===== src/fis_pkg.sv =====
package fis_pkg;

  // ----------------------------------------
  // instruction cycle addresses and data
  // ----------------------------------------
  localparam logic [11:0] FIS_UNLOCK1_ADDR = 12'h555;
  localparam logic [11:0] FIS_UNLOCK2_ADDR = 12'hAAA;
  localparam logic [7:0] FIS_UNLOCK1_DATA = 8'hAA;
  localparam logic [7:0] FIS_UNLOCK2_DATA = 8'h55;

  // command bytes, kept here so a variant can recode them
  localparam logic [7:0] FIS_CMD_PROG = 8'hA0;
  localparam logic [7:0] FIS_CMD_ERASE = 8'h80;
  localparam logic [7:0] FIS_CMD_SECT = 8'h30;
  localparam logic [7:0] FIS_CMD_BULK = 8'h10;
  localparam logic [7:0] FIS_CMD_SUSPEND = 8'hB0;
  localparam logic [7:0] FIS_CMD_RESUME = 8'h30;
  localparam logic [7:0] FIS_CMD_RESET = 8'hF0;
  localparam logic [7:0] FIS_CMD_INFO = 8'h90;
  localparam logic [7:0] FIS_CMD_BYPASS = 8'h20;
  localparam logic [7:0] FIS_CMD_BYP_EXIT = 8'h00;

  // ----------------------------------------
  // information reads
  // ----------------------------------------
  localparam logic [1:0] FIS_ID_OFS = 2'h1;
  localparam logic [1:0] FIS_PROT_OFS = 2'h2;
  localparam logic [7:0] FIS_ID_CODE = 8'h5A; // arbitrary value
  localparam int FIS_ST_DONE_BIT = 7;
  localparam int FIS_ST_TOGGLE_BIT = 6;
  localparam int FIS_ST_ERR_BIT = 5;

  // ----------------------------------------
  // timing
  // ----------------------------------------
  localparam int FIS_CLK_NS = 100;
  localparam int FIS_COLLECT_US = 80;
  localparam int FIS_COLLECT_CYC = (FIS_COLLECT_US * 1000) / FIS_CLK_NS;
  localparam int FIS_TIMEOUT_DEF = 1000;
  localparam logic [15:0] FIS_PROG_CYC = 16'h0010;
  localparam logic [15:0] FIS_ERASE_CYC = 16'h0040;
  localparam logic [15:0] FIS_CNT_RESET = 16'h0000;

endpackage : fis_pkg


===== src/fis_op_if.sv =====
`timescale 1ns/1ps
interface fis_op_if;
  logic start;
  logic is_erase;
  logic bank;
  logic [7:0] sect_mask;
  logic [15:0] addr;
  logic [7:0] data;
  logic suspend;
  logic resume;
  logic busy;
  logic suspended;

  modport ctl (output start, is_erase, bank, sect_mask, addr, data, suspend, resume,
               input busy, suspended);
  modport eng (input start, is_erase, bank, sect_mask, addr, data, suspend, resume,
               output busy, suspended);
endinterface : fis_op_if


===== src/fis_engine.sv =====
`timescale 1ns/1ps
module fis_engine
  import fis_pkg::*;
(
  input wire logic clk_i,
  input wire logic rst_i,
  fis_op_if.eng op,
  output logic arr_prog_o,
  output logic arr_erase_o,
  output logic arr_bank_o,
  output logic [15:0] arr_addr_o,
  output logic [7:0] arr_data_o,
  output logic [7:0] arr_sect_o
);

  typedef enum {EN_IDLE, EN_RUN, EN_SUSP} fis_eng_state_t;

  fis_eng_state_t state_reg;
  logic erase_reg;
  logic [15:0] cnt_reg;
  wire finish = (state_reg == EN_RUN) && (cnt_reg == 16'h0001);

  // ----------------------------------------
  // embedded algorithm timer
  // ----------------------------------------
  // only an erase may be parked; a program is too short to bother
  always_ff @(posedge clk_i or posedge rst_i) begin
    if (rst_i) begin
      state_reg <= EN_IDLE;
      erase_reg <= 1'b0;
      cnt_reg <= FIS_CNT_RESET;
    end else begin
      case (state_reg)
        EN_IDLE: if (op.start) begin
          state_reg <= EN_RUN;
          erase_reg <= op.is_erase;
          cnt_reg <= op.is_erase ? FIS_ERASE_CYC : FIS_PROG_CYC;
        end
        EN_RUN: if (op.suspend && erase_reg) begin
          state_reg <= EN_SUSP;
        end else if (finish) begin
          state_reg <= EN_IDLE;
        end else begin
          cnt_reg <= cnt_reg - 16'h0001;
        end
        EN_SUSP: if (op.resume) begin
          state_reg <= EN_RUN;
        end
        default: state_reg <= EN_IDLE;
      endcase
    end
  end

  // ----------------------------------------
  // array strobes, one cycle each
  // ----------------------------------------
  always_ff @(posedge clk_i or posedge rst_i) begin
    if (rst_i) begin
      arr_prog_o <= 1'b0;
      arr_erase_o <= 1'b0;
      arr_bank_o <= 1'b0;
      arr_addr_o <= 16'h0000;
      arr_data_o <= 8'h00;
      arr_sect_o <= 8'h00;
    end else begin
      arr_prog_o <= finish && !erase_reg;
      arr_erase_o <= finish && erase_reg;
      if (op.start && state_reg == EN_IDLE) begin
        arr_bank_o <= op.bank;
        arr_addr_o <= op.addr;
        arr_data_o <= op.data;
        arr_sect_o <= op.sect_mask;
      end
    end
  end

  assign op.busy = (state_reg == EN_RUN);
  assign op.suspended = (state_reg == EN_SUSP);
endmodule : fis_engine


===== src/flash_instruction_sequencer.sv =====
`timescale 1ns/1ps
// Overview of operation
// - main flash has eight sectors, each with its own select
// - secondary flash has four 8 KB sectors, each with its own select
// - every sector may be protected; program or erase there is refused
// - erase works per sector, programming per byte
// - sector erase can be suspended, other sectors read, then resumed
// - ready/busy pin low during program, erase or sector collection, high otherwise
// - each sector select is the OR of up to three decoded terms
// - reads in read-array mode return array data like a ROM
// - plain host writes never change the array
// - writes to a selected flash go to the sequence decoder
// - execute only after all bytes, each gap under the timeout
// - invalid byte or gap timeout drops back to read-array mode; an invalid byte in bypass stays in bypass
// - instructions open with AAh at X555h then 55h at XAAAh
// - upper address ignored; host keeps the sector select active
// - any main select routes to main flash, secondary to secondary
// - both arrays share commands; identifier read is main flash only
// - erase, suspend, resume, program, reset, id, protection, bypass
// - some instructions end in reads returning non-array information
// - only address bits 11 to 0 are matched in instruction cycles
// - further sector confirms within 80 us, then collection closes
// - protection read gives 00h unprotected, 01h protected
// - after id, protection read or error, stay until reset command
module flash_instruction_sequencer
  import fis_pkg::*;
#(
  parameter int TIMEOUT_CYC = FIS_TIMEOUT_DEF
) (
  input wire logic clk_i,
  input wire logic rst_i,
  input wire logic [15:0] bus_addr_i,
  input wire logic [7:0] bus_wdata_i,
  input wire logic bus_wr_i,
  input wire logic bus_rd_i,
  input wire logic [23:0] main_sel_terms_i,
  input wire logic [11:0] sec_sel_terms_i,
  input wire logic [7:0] main_protect_i,
  input wire logic [3:0] sec_protect_i,
  input wire logic [7:0] arr_rdata_i,
  output logic [7:0] bus_rdata_o,
  output logic bus_rvalid_o,
  output logic ready_busy_pin_o,
  output logic error_flag_bit_o,
  output logic arr_prog_o,
  output logic arr_erase_o,
  output logic arr_bank_o,
  output logic [15:0] arr_addr_o,
  output logic [7:0] arr_data_o,
  output logic [7:0] arr_sect_o
);

  typedef enum {
    ST_READ, ST_UNL1, ST_UNL2, ST_PROG, ST_ERA1, ST_ERA2, ST_ERA3,
    ST_COLLECT, ST_INFO, ST_ERROR, ST_BYPASS, ST_BYP_PROG, ST_BYP_EXIT
  } fis_state_t;

  localparam int TMO_LAST = TIMEOUT_CYC - 1;
  localparam int COL_LAST = FIS_COLLECT_CYC - 1;

  // ----------------------------------------
  // helpers
  // ----------------------------------------
  // one instruction cycle match on the low address and the data byte
  function automatic logic cyc_match(input logic [11:0] a, input logic [7:0] d,
                                     input logic [11:0] ea, input logic [7:0] ed);
    cyc_match = (a == ea) && (d == ed);
  endfunction : cyc_match

  fis_op_if op_bus ();

  fis_state_t state_reg, state_next;
  logic bank_reg, bank_next;
  logic [7:0] mask_reg, mask_next;
  logic [15:0] cnt_reg, cnt_next;
  logic err_reg, err_next;
  logic toggle_reg;

  // ----------------------------------------
  // sector selects
  // ----------------------------------------
  // each select is an OR of three terms so a sector can sit at several ranges
  logic [7:0] main_sector_select;
  logic [3:0] secondary_sector_select;
  for (genvar i = 0; i < 8; i++) begin : g_main_sel
    assign main_sector_select[i] = |main_sel_terms_i[3*i +: 3];
  end
  for (genvar j = 0; j < 4; j++) begin : g_sec_sel
    assign secondary_sector_select[j] = |sec_sel_terms_i[3*j +: 3];
  end

  // ----------------------------------------
  // cycle decode
  // ----------------------------------------
  // main wins if the decode logic ever selects both arrays at once
  wire main_any = |main_sector_select;
  wire sec_any = |secondary_sector_select;
  wire cur_bank = !main_any;
  wire flash_sel = main_any || sec_any;
  wire wr_hit = bus_wr_i && flash_sel;
  wire rd_hit = bus_rd_i && flash_sel;
  wire [11:0] low_addr = bus_addr_i[11:0];
  wire [7:0] wd = bus_wdata_i;
  wire same_bank = (cur_bank == bank_reg);
  wire [7:0] cur_sel = cur_bank ? {4'h0, secondary_sector_select} : main_sector_select;
  wire [7:0] cur_pmask = cur_bank ? {4'h0, sec_protect_i} : main_protect_i;
  wire [7:0] bank_pmask = bank_reg ? {4'hF, sec_protect_i} : main_protect_i;
  wire cur_prot = |(cur_sel & cur_pmask);
  wire is_un1 = cyc_match(low_addr, wd, FIS_UNLOCK1_ADDR, FIS_UNLOCK1_DATA);
  wire is_un2 = cyc_match(low_addr, wd, FIS_UNLOCK2_ADDR, FIS_UNLOCK2_DATA);
  wire at_555 = (low_addr == FIS_UNLOCK1_ADDR);
  wire is_rst = (wd == FIS_CMD_RESET);
  wire eng_run = op_bus.busy;
  wire eng_susp = op_bus.suspended;
  wire pending = (state_reg == ST_UNL1) || (state_reg == ST_UNL2) ||
                 (state_reg == ST_PROG) || (state_reg == ST_ERA1) ||
                 (state_reg == ST_ERA2) || (state_reg == ST_ERA3) ||
                 (state_reg == ST_BYP_PROG) || (state_reg == ST_BYP_EXIT);
  wire tmo_hit = pending && !wr_hit && (cnt_reg == 16'(TMO_LAST));
  wire col_end = (state_reg == ST_COLLECT) && !wr_hit && (cnt_reg == 16'(COL_LAST));

  // ----------------------------------------
  // sequence decoder
  // ----------------------------------------
  // an unexpected byte lands in read-array mode, except in the bypass, information and error states,
  // which stay put or return to bypass, so a stray write can never reach the array
  always_comb begin
    state_next = state_reg;
    bank_next = bank_reg;
    mask_next = mask_reg;
    err_next = err_reg;
    cnt_next = wr_hit ? FIS_CNT_RESET : cnt_reg + 16'h0001;
    op_bus.start = 1'b0;
    op_bus.is_erase = 1'b0;
    op_bus.bank = bank_reg;
    op_bus.sect_mask = cur_sel;
    op_bus.addr = bus_addr_i;
    op_bus.data = wd;
    op_bus.suspend = 1'b0;
    op_bus.resume = 1'b0;
    if (eng_run) begin
      // while the algorithm runs only a suspend is heard
      op_bus.suspend = wr_hit && (wd == FIS_CMD_SUSPEND);
    end else if (tmo_hit) begin
      state_next = ST_READ;
    end else if (col_end) begin
      // window closed: start on what was gathered
      state_next = ST_READ;
      op_bus.start = (mask_reg != 8'h00);
      op_bus.is_erase = 1'b1;
      op_bus.sect_mask = mask_reg;
      if (mask_reg == 8'h00) begin
        state_next = ST_ERROR;
        err_next = 1'b1;
      end
    end else if (wr_hit) begin
      case (state_reg)
        ST_READ: begin
          if (eng_susp && wd == FIS_CMD_RESUME) begin
            op_bus.resume = 1'b1;
          end else if (is_un1) begin
            state_next = ST_UNL1;
            bank_next = cur_bank;
          end
        end
        ST_UNL1: state_next = (is_un2 && same_bank) ? ST_UNL2 : ST_READ;
        ST_UNL2: begin
          state_next = ST_READ;
          if (same_bank && at_555) begin
            case (wd)
              FIS_CMD_PROG: state_next = ST_PROG;
              FIS_CMD_ERASE: state_next = eng_susp ? ST_READ : ST_ERA1;
              FIS_CMD_INFO: state_next = bank_reg ? ST_READ : ST_INFO;
              FIS_CMD_BYPASS: state_next = eng_susp ? ST_READ : ST_BYPASS;
              default: state_next = ST_READ;
            endcase
          end
        end
        ST_PROG, ST_BYP_PROG: begin
          // the data byte; a protected target sets the error flag instead
          state_next = (state_reg == ST_BYP_PROG) ? ST_BYPASS : ST_READ;
          if (!same_bank || eng_susp) begin
            state_next = ST_READ;
          end else if (cur_prot) begin
            state_next = ST_ERROR;
            err_next = 1'b1;
          end else begin
            op_bus.start = 1'b1;
          end
        end
        ST_ERA1: state_next = (is_un1 && same_bank) ? ST_ERA2 : ST_READ;
        ST_ERA2: state_next = (is_un2 && same_bank) ? ST_ERA3 : ST_READ;
        ST_ERA3: begin
          state_next = ST_READ;
          if (same_bank && wd == FIS_CMD_SECT) begin
            state_next = ST_COLLECT;
            mask_next = cur_sel & ~cur_pmask;
          end else if (same_bank && at_555 && wd == FIS_CMD_BULK) begin
            // whole array: every unprotected sector of the bank
            state_next = ST_READ;
            op_bus.start = ~bank_pmask != 8'h00;
            op_bus.is_erase = 1'b1;
            op_bus.sect_mask = ~bank_pmask;
            if (bank_pmask == 8'hFF) begin
              state_next = ST_ERROR;
              err_next = 1'b1;
            end
          end
        end
        ST_COLLECT: begin
          if (same_bank && wd == FIS_CMD_SECT) begin
            mask_next = mask_reg | (cur_sel & ~cur_pmask);
          end else begin
            state_next = ST_READ;
          end
        end
        ST_INFO, ST_ERROR: begin
          if (is_rst) begin
            state_next = ST_READ;
            err_next = 1'b0;
          end
        end
        ST_BYPASS: begin
          if (wd == FIS_CMD_PROG) begin
            state_next = ST_BYP_PROG;
          end else if (wd == FIS_CMD_INFO) begin
            state_next = ST_BYP_EXIT;
          end
        end
        ST_BYP_EXIT: state_next = (wd == FIS_CMD_BYP_EXIT) ? ST_READ : ST_BYPASS;
        default: state_next = ST_READ;
      endcase
    end
  end

  // ----------------------------------------
  // decoder state
  // ----------------------------------------
  always_ff @(posedge clk_i or posedge rst_i) begin
    if (rst_i) begin
      state_reg <= ST_READ;
      bank_reg <= 1'b0;
      mask_reg <= 8'h00;
      cnt_reg <= FIS_CNT_RESET;
      err_reg <= 1'b0;
    end else begin
      state_reg <= state_next;
      bank_reg <= bank_next;
      mask_reg <= mask_next;
      cnt_reg <= cnt_next;
      err_reg <= err_next;
    end
  end

  // ----------------------------------------
  // read path
  // ----------------------------------------
  // status shows while busy so the host can poll, with a toggling bit
  wire show_status = eng_run || (state_reg == ST_COLLECT) || (state_reg == ST_ERROR);
  wire [7:0] status_byte = {!eng_run, toggle_reg, err_reg, 5'h00};
  wire [7:0] info_byte = (bus_addr_i[1:0] == FIS_ID_OFS) ? FIS_ID_CODE :
                         (bus_addr_i[1:0] == FIS_PROT_OFS) ? {7'h00, cur_prot} : 8'h00;
  wire [7:0] rd_sel = show_status ? status_byte :
                      (state_reg == ST_INFO) ? info_byte : arr_rdata_i;

  always_ff @(posedge clk_i or posedge rst_i) begin
    if (rst_i) begin
      bus_rdata_o <= 8'h00;
      bus_rvalid_o <= 1'b0;
      toggle_reg <= 1'b0;
    end else begin
      bus_rvalid_o <= rd_hit;
      if (rd_hit) begin
        bus_rdata_o <= rd_sel;
        toggle_reg <= toggle_reg ^ show_status;
      end
    end
  end

  // ----------------------------------------
  // pins and engine
  // ----------------------------------------
  // sector collection counts as busy, though a write other than a sector confirm still drops the erase
  assign ready_busy_pin_o = !(eng_run || (state_reg == ST_COLLECT));
  assign error_flag_bit_o = err_reg;

  fis_engine u_engine (
    .clk_i(clk_i),
    .rst_i(rst_i),
    .op(op_bus),
    .arr_prog_o(arr_prog_o),
    .arr_erase_o(arr_erase_o),
    .arr_bank_o(arr_bank_o),
    .arr_addr_o(arr_addr_o),
    .arr_data_o(arr_data_o),
    .arr_sect_o(arr_sect_o)
  );
endmodule : flash_instruction_sequencer


===== config.mk =====
export PLATFORM = sky130hd
export DESIGN_NAME = flash_instruction_sequencer
export DESIGN_NICKNAME = d
export VERILOG_FILES = /design/src/fis_pkg.sv /design/src/fis_op_if.sv /design/src/fis_engine.sv /design/src/flash_instruction_sequencer.sv
export SDC_FILE = /design/constraint.sdc
export NUM_CORES = 1
export LEC_CHECK = 0
export ABC_AREA = 0
export BUFFER_PORTS_ARGS = -buffer_cell sky130_fd_sc_hd__buf_2
export CAP_MARGIN = 10
export CELL_PAD_IN_SITES_DETAIL_PLACEMENT = 1
export CELL_PAD_IN_SITES_GLOBAL_PLACEMENT = 1
export CORE_ASPECT_RATIO = 0.8
export CORE_MARGIN = 4
export CORE_UTILIZATION = 40
export DETAILED_ROUTE_END_ITERATION = 12
export PLACE_DENSITY = 0.87
export SETUP_SLACK_MARGIN = 0.05
export SLEW_MARGIN = 20
export SYNTH_ARGS = -nofsm -noshare
export SYNTH_HDL_FRONTEND = slang
export SYNTH_SLANG_ARGS = --single-unit

===== constraint.sdc =====
create_clock -name clk_i -period 4 [get_ports clk_i]
set_input_delay 0.8 -clock clk_i [delete_from_list [all_inputs] [get_ports clk_i]]
set_output_delay 0.8 -clock clk_i [all_outputs]
set_load 0.01 [all_outputs]

==> summary.md <==
| Metric | Value |
|---|---|
| Status | finished, final reports clean |
| Die height | approximately 110 µm |
| Global Route met2 Usage | 0.407 |
| Most common cell in the netlist | dfrtp_1 |
| Syn Inst Count | ~610 |
| Cts bufs inserted | 9 |
| RR Startpoint | cnt_reg[0] |
| Avg Synthesized Cell Area | between 8 and 9 µm² |
| Total GRT Usage | 0.239 |
| Setup repair bufs after CTS | 0 |
| Antenna violations before repair | 0 |
| Area contributors post-synth | dfrtp_1, mux2_2, nand2_1, o21ai_0, nor2_1 |
| Final core utilization | 0.517 |
| Reg2reg end | u_engine.cnt_reg[13] |
| Die ar. | 15,600 µm² |
| Distinct cells, synth | 69 |
| CTS Root Cell | clkbuf_16 |
| Hold Path Cell Cnt | 1 |
| Worst vdd ir | between 0.2 and 0.25 mV |
| Fin. Hold Viols | 0 |
| Post-cts resize count | 0 |
| Fmax | approximately 270 MHz |
| Die X | 139 µm |
| CP required | between 4 and 5 ns |
| Yosys top cell area share | 0.430 |
| Max_cap viols | 0 |
| CTS sink cnt | 94 |
| CTS H-tree depth | 3 |
| Total negative slack | 0 ns |
| Startpoint types | input port |
| Final nets | approximately 850 |
| Largest area contributor in the netlist | dfrtp_1 |
| CTS clock-pin slew for the worst setup and hold paths | about 0.07 ns |
| PwrDens | between 400 and 500 nW/µm² |
| Share of the yosys chip area belonging to registers | 0.430 |
| Yosys warns | 0 |
| Worst R2R Setup Slack | about 0.85 ns |
| Vias/cell | 5.91 |
| Final period utilization | 0.918 |
| Share of layout cells above drive strength 1 | 0.282 |
| Placed Cells | between 900 and 1,000 |
| Post-synth EDFFs | 0 |
| Critical path class | in2reg |
| RSZ-0062 raised after global routing | no |
| Final min period | between 3 and 4 ns |
| Cts hold-fix bufs | 0 |
| Register bit total from synthesis | 94 |
| WP data arrival | 3.90 ns |
| P_leak | roughly 0.0031 µW |
| Clock Tree Buf Depth | 2 |
| Met3 usage | 0.0609 |
| Largest net degree at the start of global routing | between 60 and 70 |
| Skew-Pair Late Insertion Delay | 0.36 ns |
| Setup violators final | 0 |
| HPWL Detailed | between 10 and 15 mm |
| Post-synth top flop | dfrtp_1 |
| Crit-path cells | buf_2 > or3_1 > or4_4 > o31a_1 > buf_4 > o31ai_1 > a21oi_2 > a21oi_2 > buf_4 > a211oi_1 > a2bb2oi_1 |
| Number of diodes | 0 |
| Critical Path Max Stage Delay | between 0.6 and 0.7 ns |
| DRC viols | 0 |
| First-pass GRT wire length | 30.6 mm |
| Routability Congestion | ~0.9 |
| GRT overflow | 0 |
| Most crowded layer after global routing | met2 |
| Syn Nets | 699 |
| Hold Path Class | reg2reg |
| Port Buf Inserts | about 130 |
| Layout Cells excl Fill | around 940 |
| Wire length per cell | 20.1 µm |
| Synthesized area | between 5000 and 6000 µm² |
| CTS tree | done |
| Setup crit end | u_engine.cnt_reg[4] |
| ANT nets after route | 0 |
| CP Max Fanout | 23 |
| Critical Path Sink Type | flip-flop |
| Final WL | around 19 mm |
| Clock skew | a little over 0.01 ns |
| Ports | 130 |
| Area Growth Syn to Fin | 24.0% |
| Commonest cells post-synth | dfrtp_1, nand2_1, nor2_1, o21ai_0, a21oi_1 |
| Grt met1 use | 0.311 |
| TritonRoute pass-1 iters | 4 |
| FFs w/ async S/R, synth | 1.00 |
| Critical Path Start | main_sel_terms_i[3] |
| Relative slew slack | 0.381 |
| DRT iter0 DRCs | 437 |
| Crit-path slowest cell | or4_4 |
| Worst R2R Path Depth | 10 |
| Max-slew violation count | 0 |
| Rows | 37 |
| CORE AREA | 13,100 µm² |
| Vias in the first global route | approximately 5,800 |
| Starting density of the core | 0.417 |
| Via count | between 5,000 and 6,000 |
| Slew at the pin closest to its max-slew limit | between 0.9 and 1 ns |
==> report_power, final <==
| part | internal [µW] | switching, µW | total (µW) |
|---|---|---|---|
| combinational | 269 | 439 | 708 |
| sequential | 1060 | 113 | 1170 |
| clock | 501 | 379 | 879 |
==> logic make-up (layout without fill, tap and decap cells) <==
| group | Yosys count | in the layout | share of synthesized area |
|---|---|---|---|
| AO/OA/AOI/OAI | 153 | 153 | 0.184 |
| XOR/XNOR | 15 | 15 | 0.0240 |
| adder cells (fa/ha/maj) | 3 | 3 | 0.00687 |
| buffers and inverters | 39 | 190 | 0.0284 |
| flip-flops | 94 | 94 | 0.430 |
| multiplexers | 29 | 29 | 0.0590 |
| AND/OR/NAND/NOR | 279 | 279 | 0.268 |
==> worst min path at each step <==
| stage | end | slack, ns | startpoint |
|---|---|---|---|
| finish | toggle_reg | 0.48 | toggle_reg |
| global route | toggle_reg | 0.51 | toggle_reg |
| CTS | bus_rdata_o[2] | 0.48 | bus_rdata_o[2] |
| detailed placement | bus_rdata_o[2] | 0.47 | bus_rdata_o[2] |
| global placement | bus_rdata_o[2] | 0.46 | bus_rdata_o[2] |
| floorplan | u_engine.arr_prog_o | 0.44 | u_engine.erase_reg |
==> placed cells by master (no fill, tap or decap), types with 24 or more instances in the layout <==
cell       n
a21oi_1   33
nand2_1   66
o21ai_0   45
nor2_1    52
buf_4     29
dfrtp_1   94
nand3_1   26
mux2_2    24
nor3_1    24
buf_2    129
==> final cells by class <==
| cell class | instances | area [µm²] |
|---|---|---|
| inverters | 16 | 62.6 |
| fillers | 1600 | 6320 |
| multi-input cells | 479 | 2970 |
| well taps | 175 | 219 |
| flip-flops and latches | 94 | 2350 |
| repair buffers | 159 | 883 |
| clock buffers | 10 | 239 |
| clock inverters | 5 | 57.6 |
==> metal layers <==
layer  up-vias  wire, µm
met4         0       235
met2       171      9100
met5         -         0
met1      2768      8310
li1       2581         -
met3        24      1190
==> stage by stage <==
| stage | total power [µW] | hold WS [ns] | instance area [µm²] | worst slack [ns] |
|---|---|---|---|---|
| floorplan | 1600 | 0.437 | 5470 | 0.227 |
| global placement | 1830 | 0.458 | 6480 | 0.111 |
| detailed placement | 1890 | 0.465 | 6480 | -0.0102 |
| CTS | 2770 | 0.480 | 6780 | 0.350 |
| global route | 2910 | 0.508 | 6780 | 0.184 |
| finish | 2760 | 0.477 | 6780 | 0.326 |
==> critical path, delay by kind of cell <==
family | cells | cell delay, ns
and+or+nand+nor | 2 | 1.04
AOI/OAI and AO/OA | 6 | 1.41
buffers and inverters | 3 | 0.64
(Power assumes the default switching activity.)
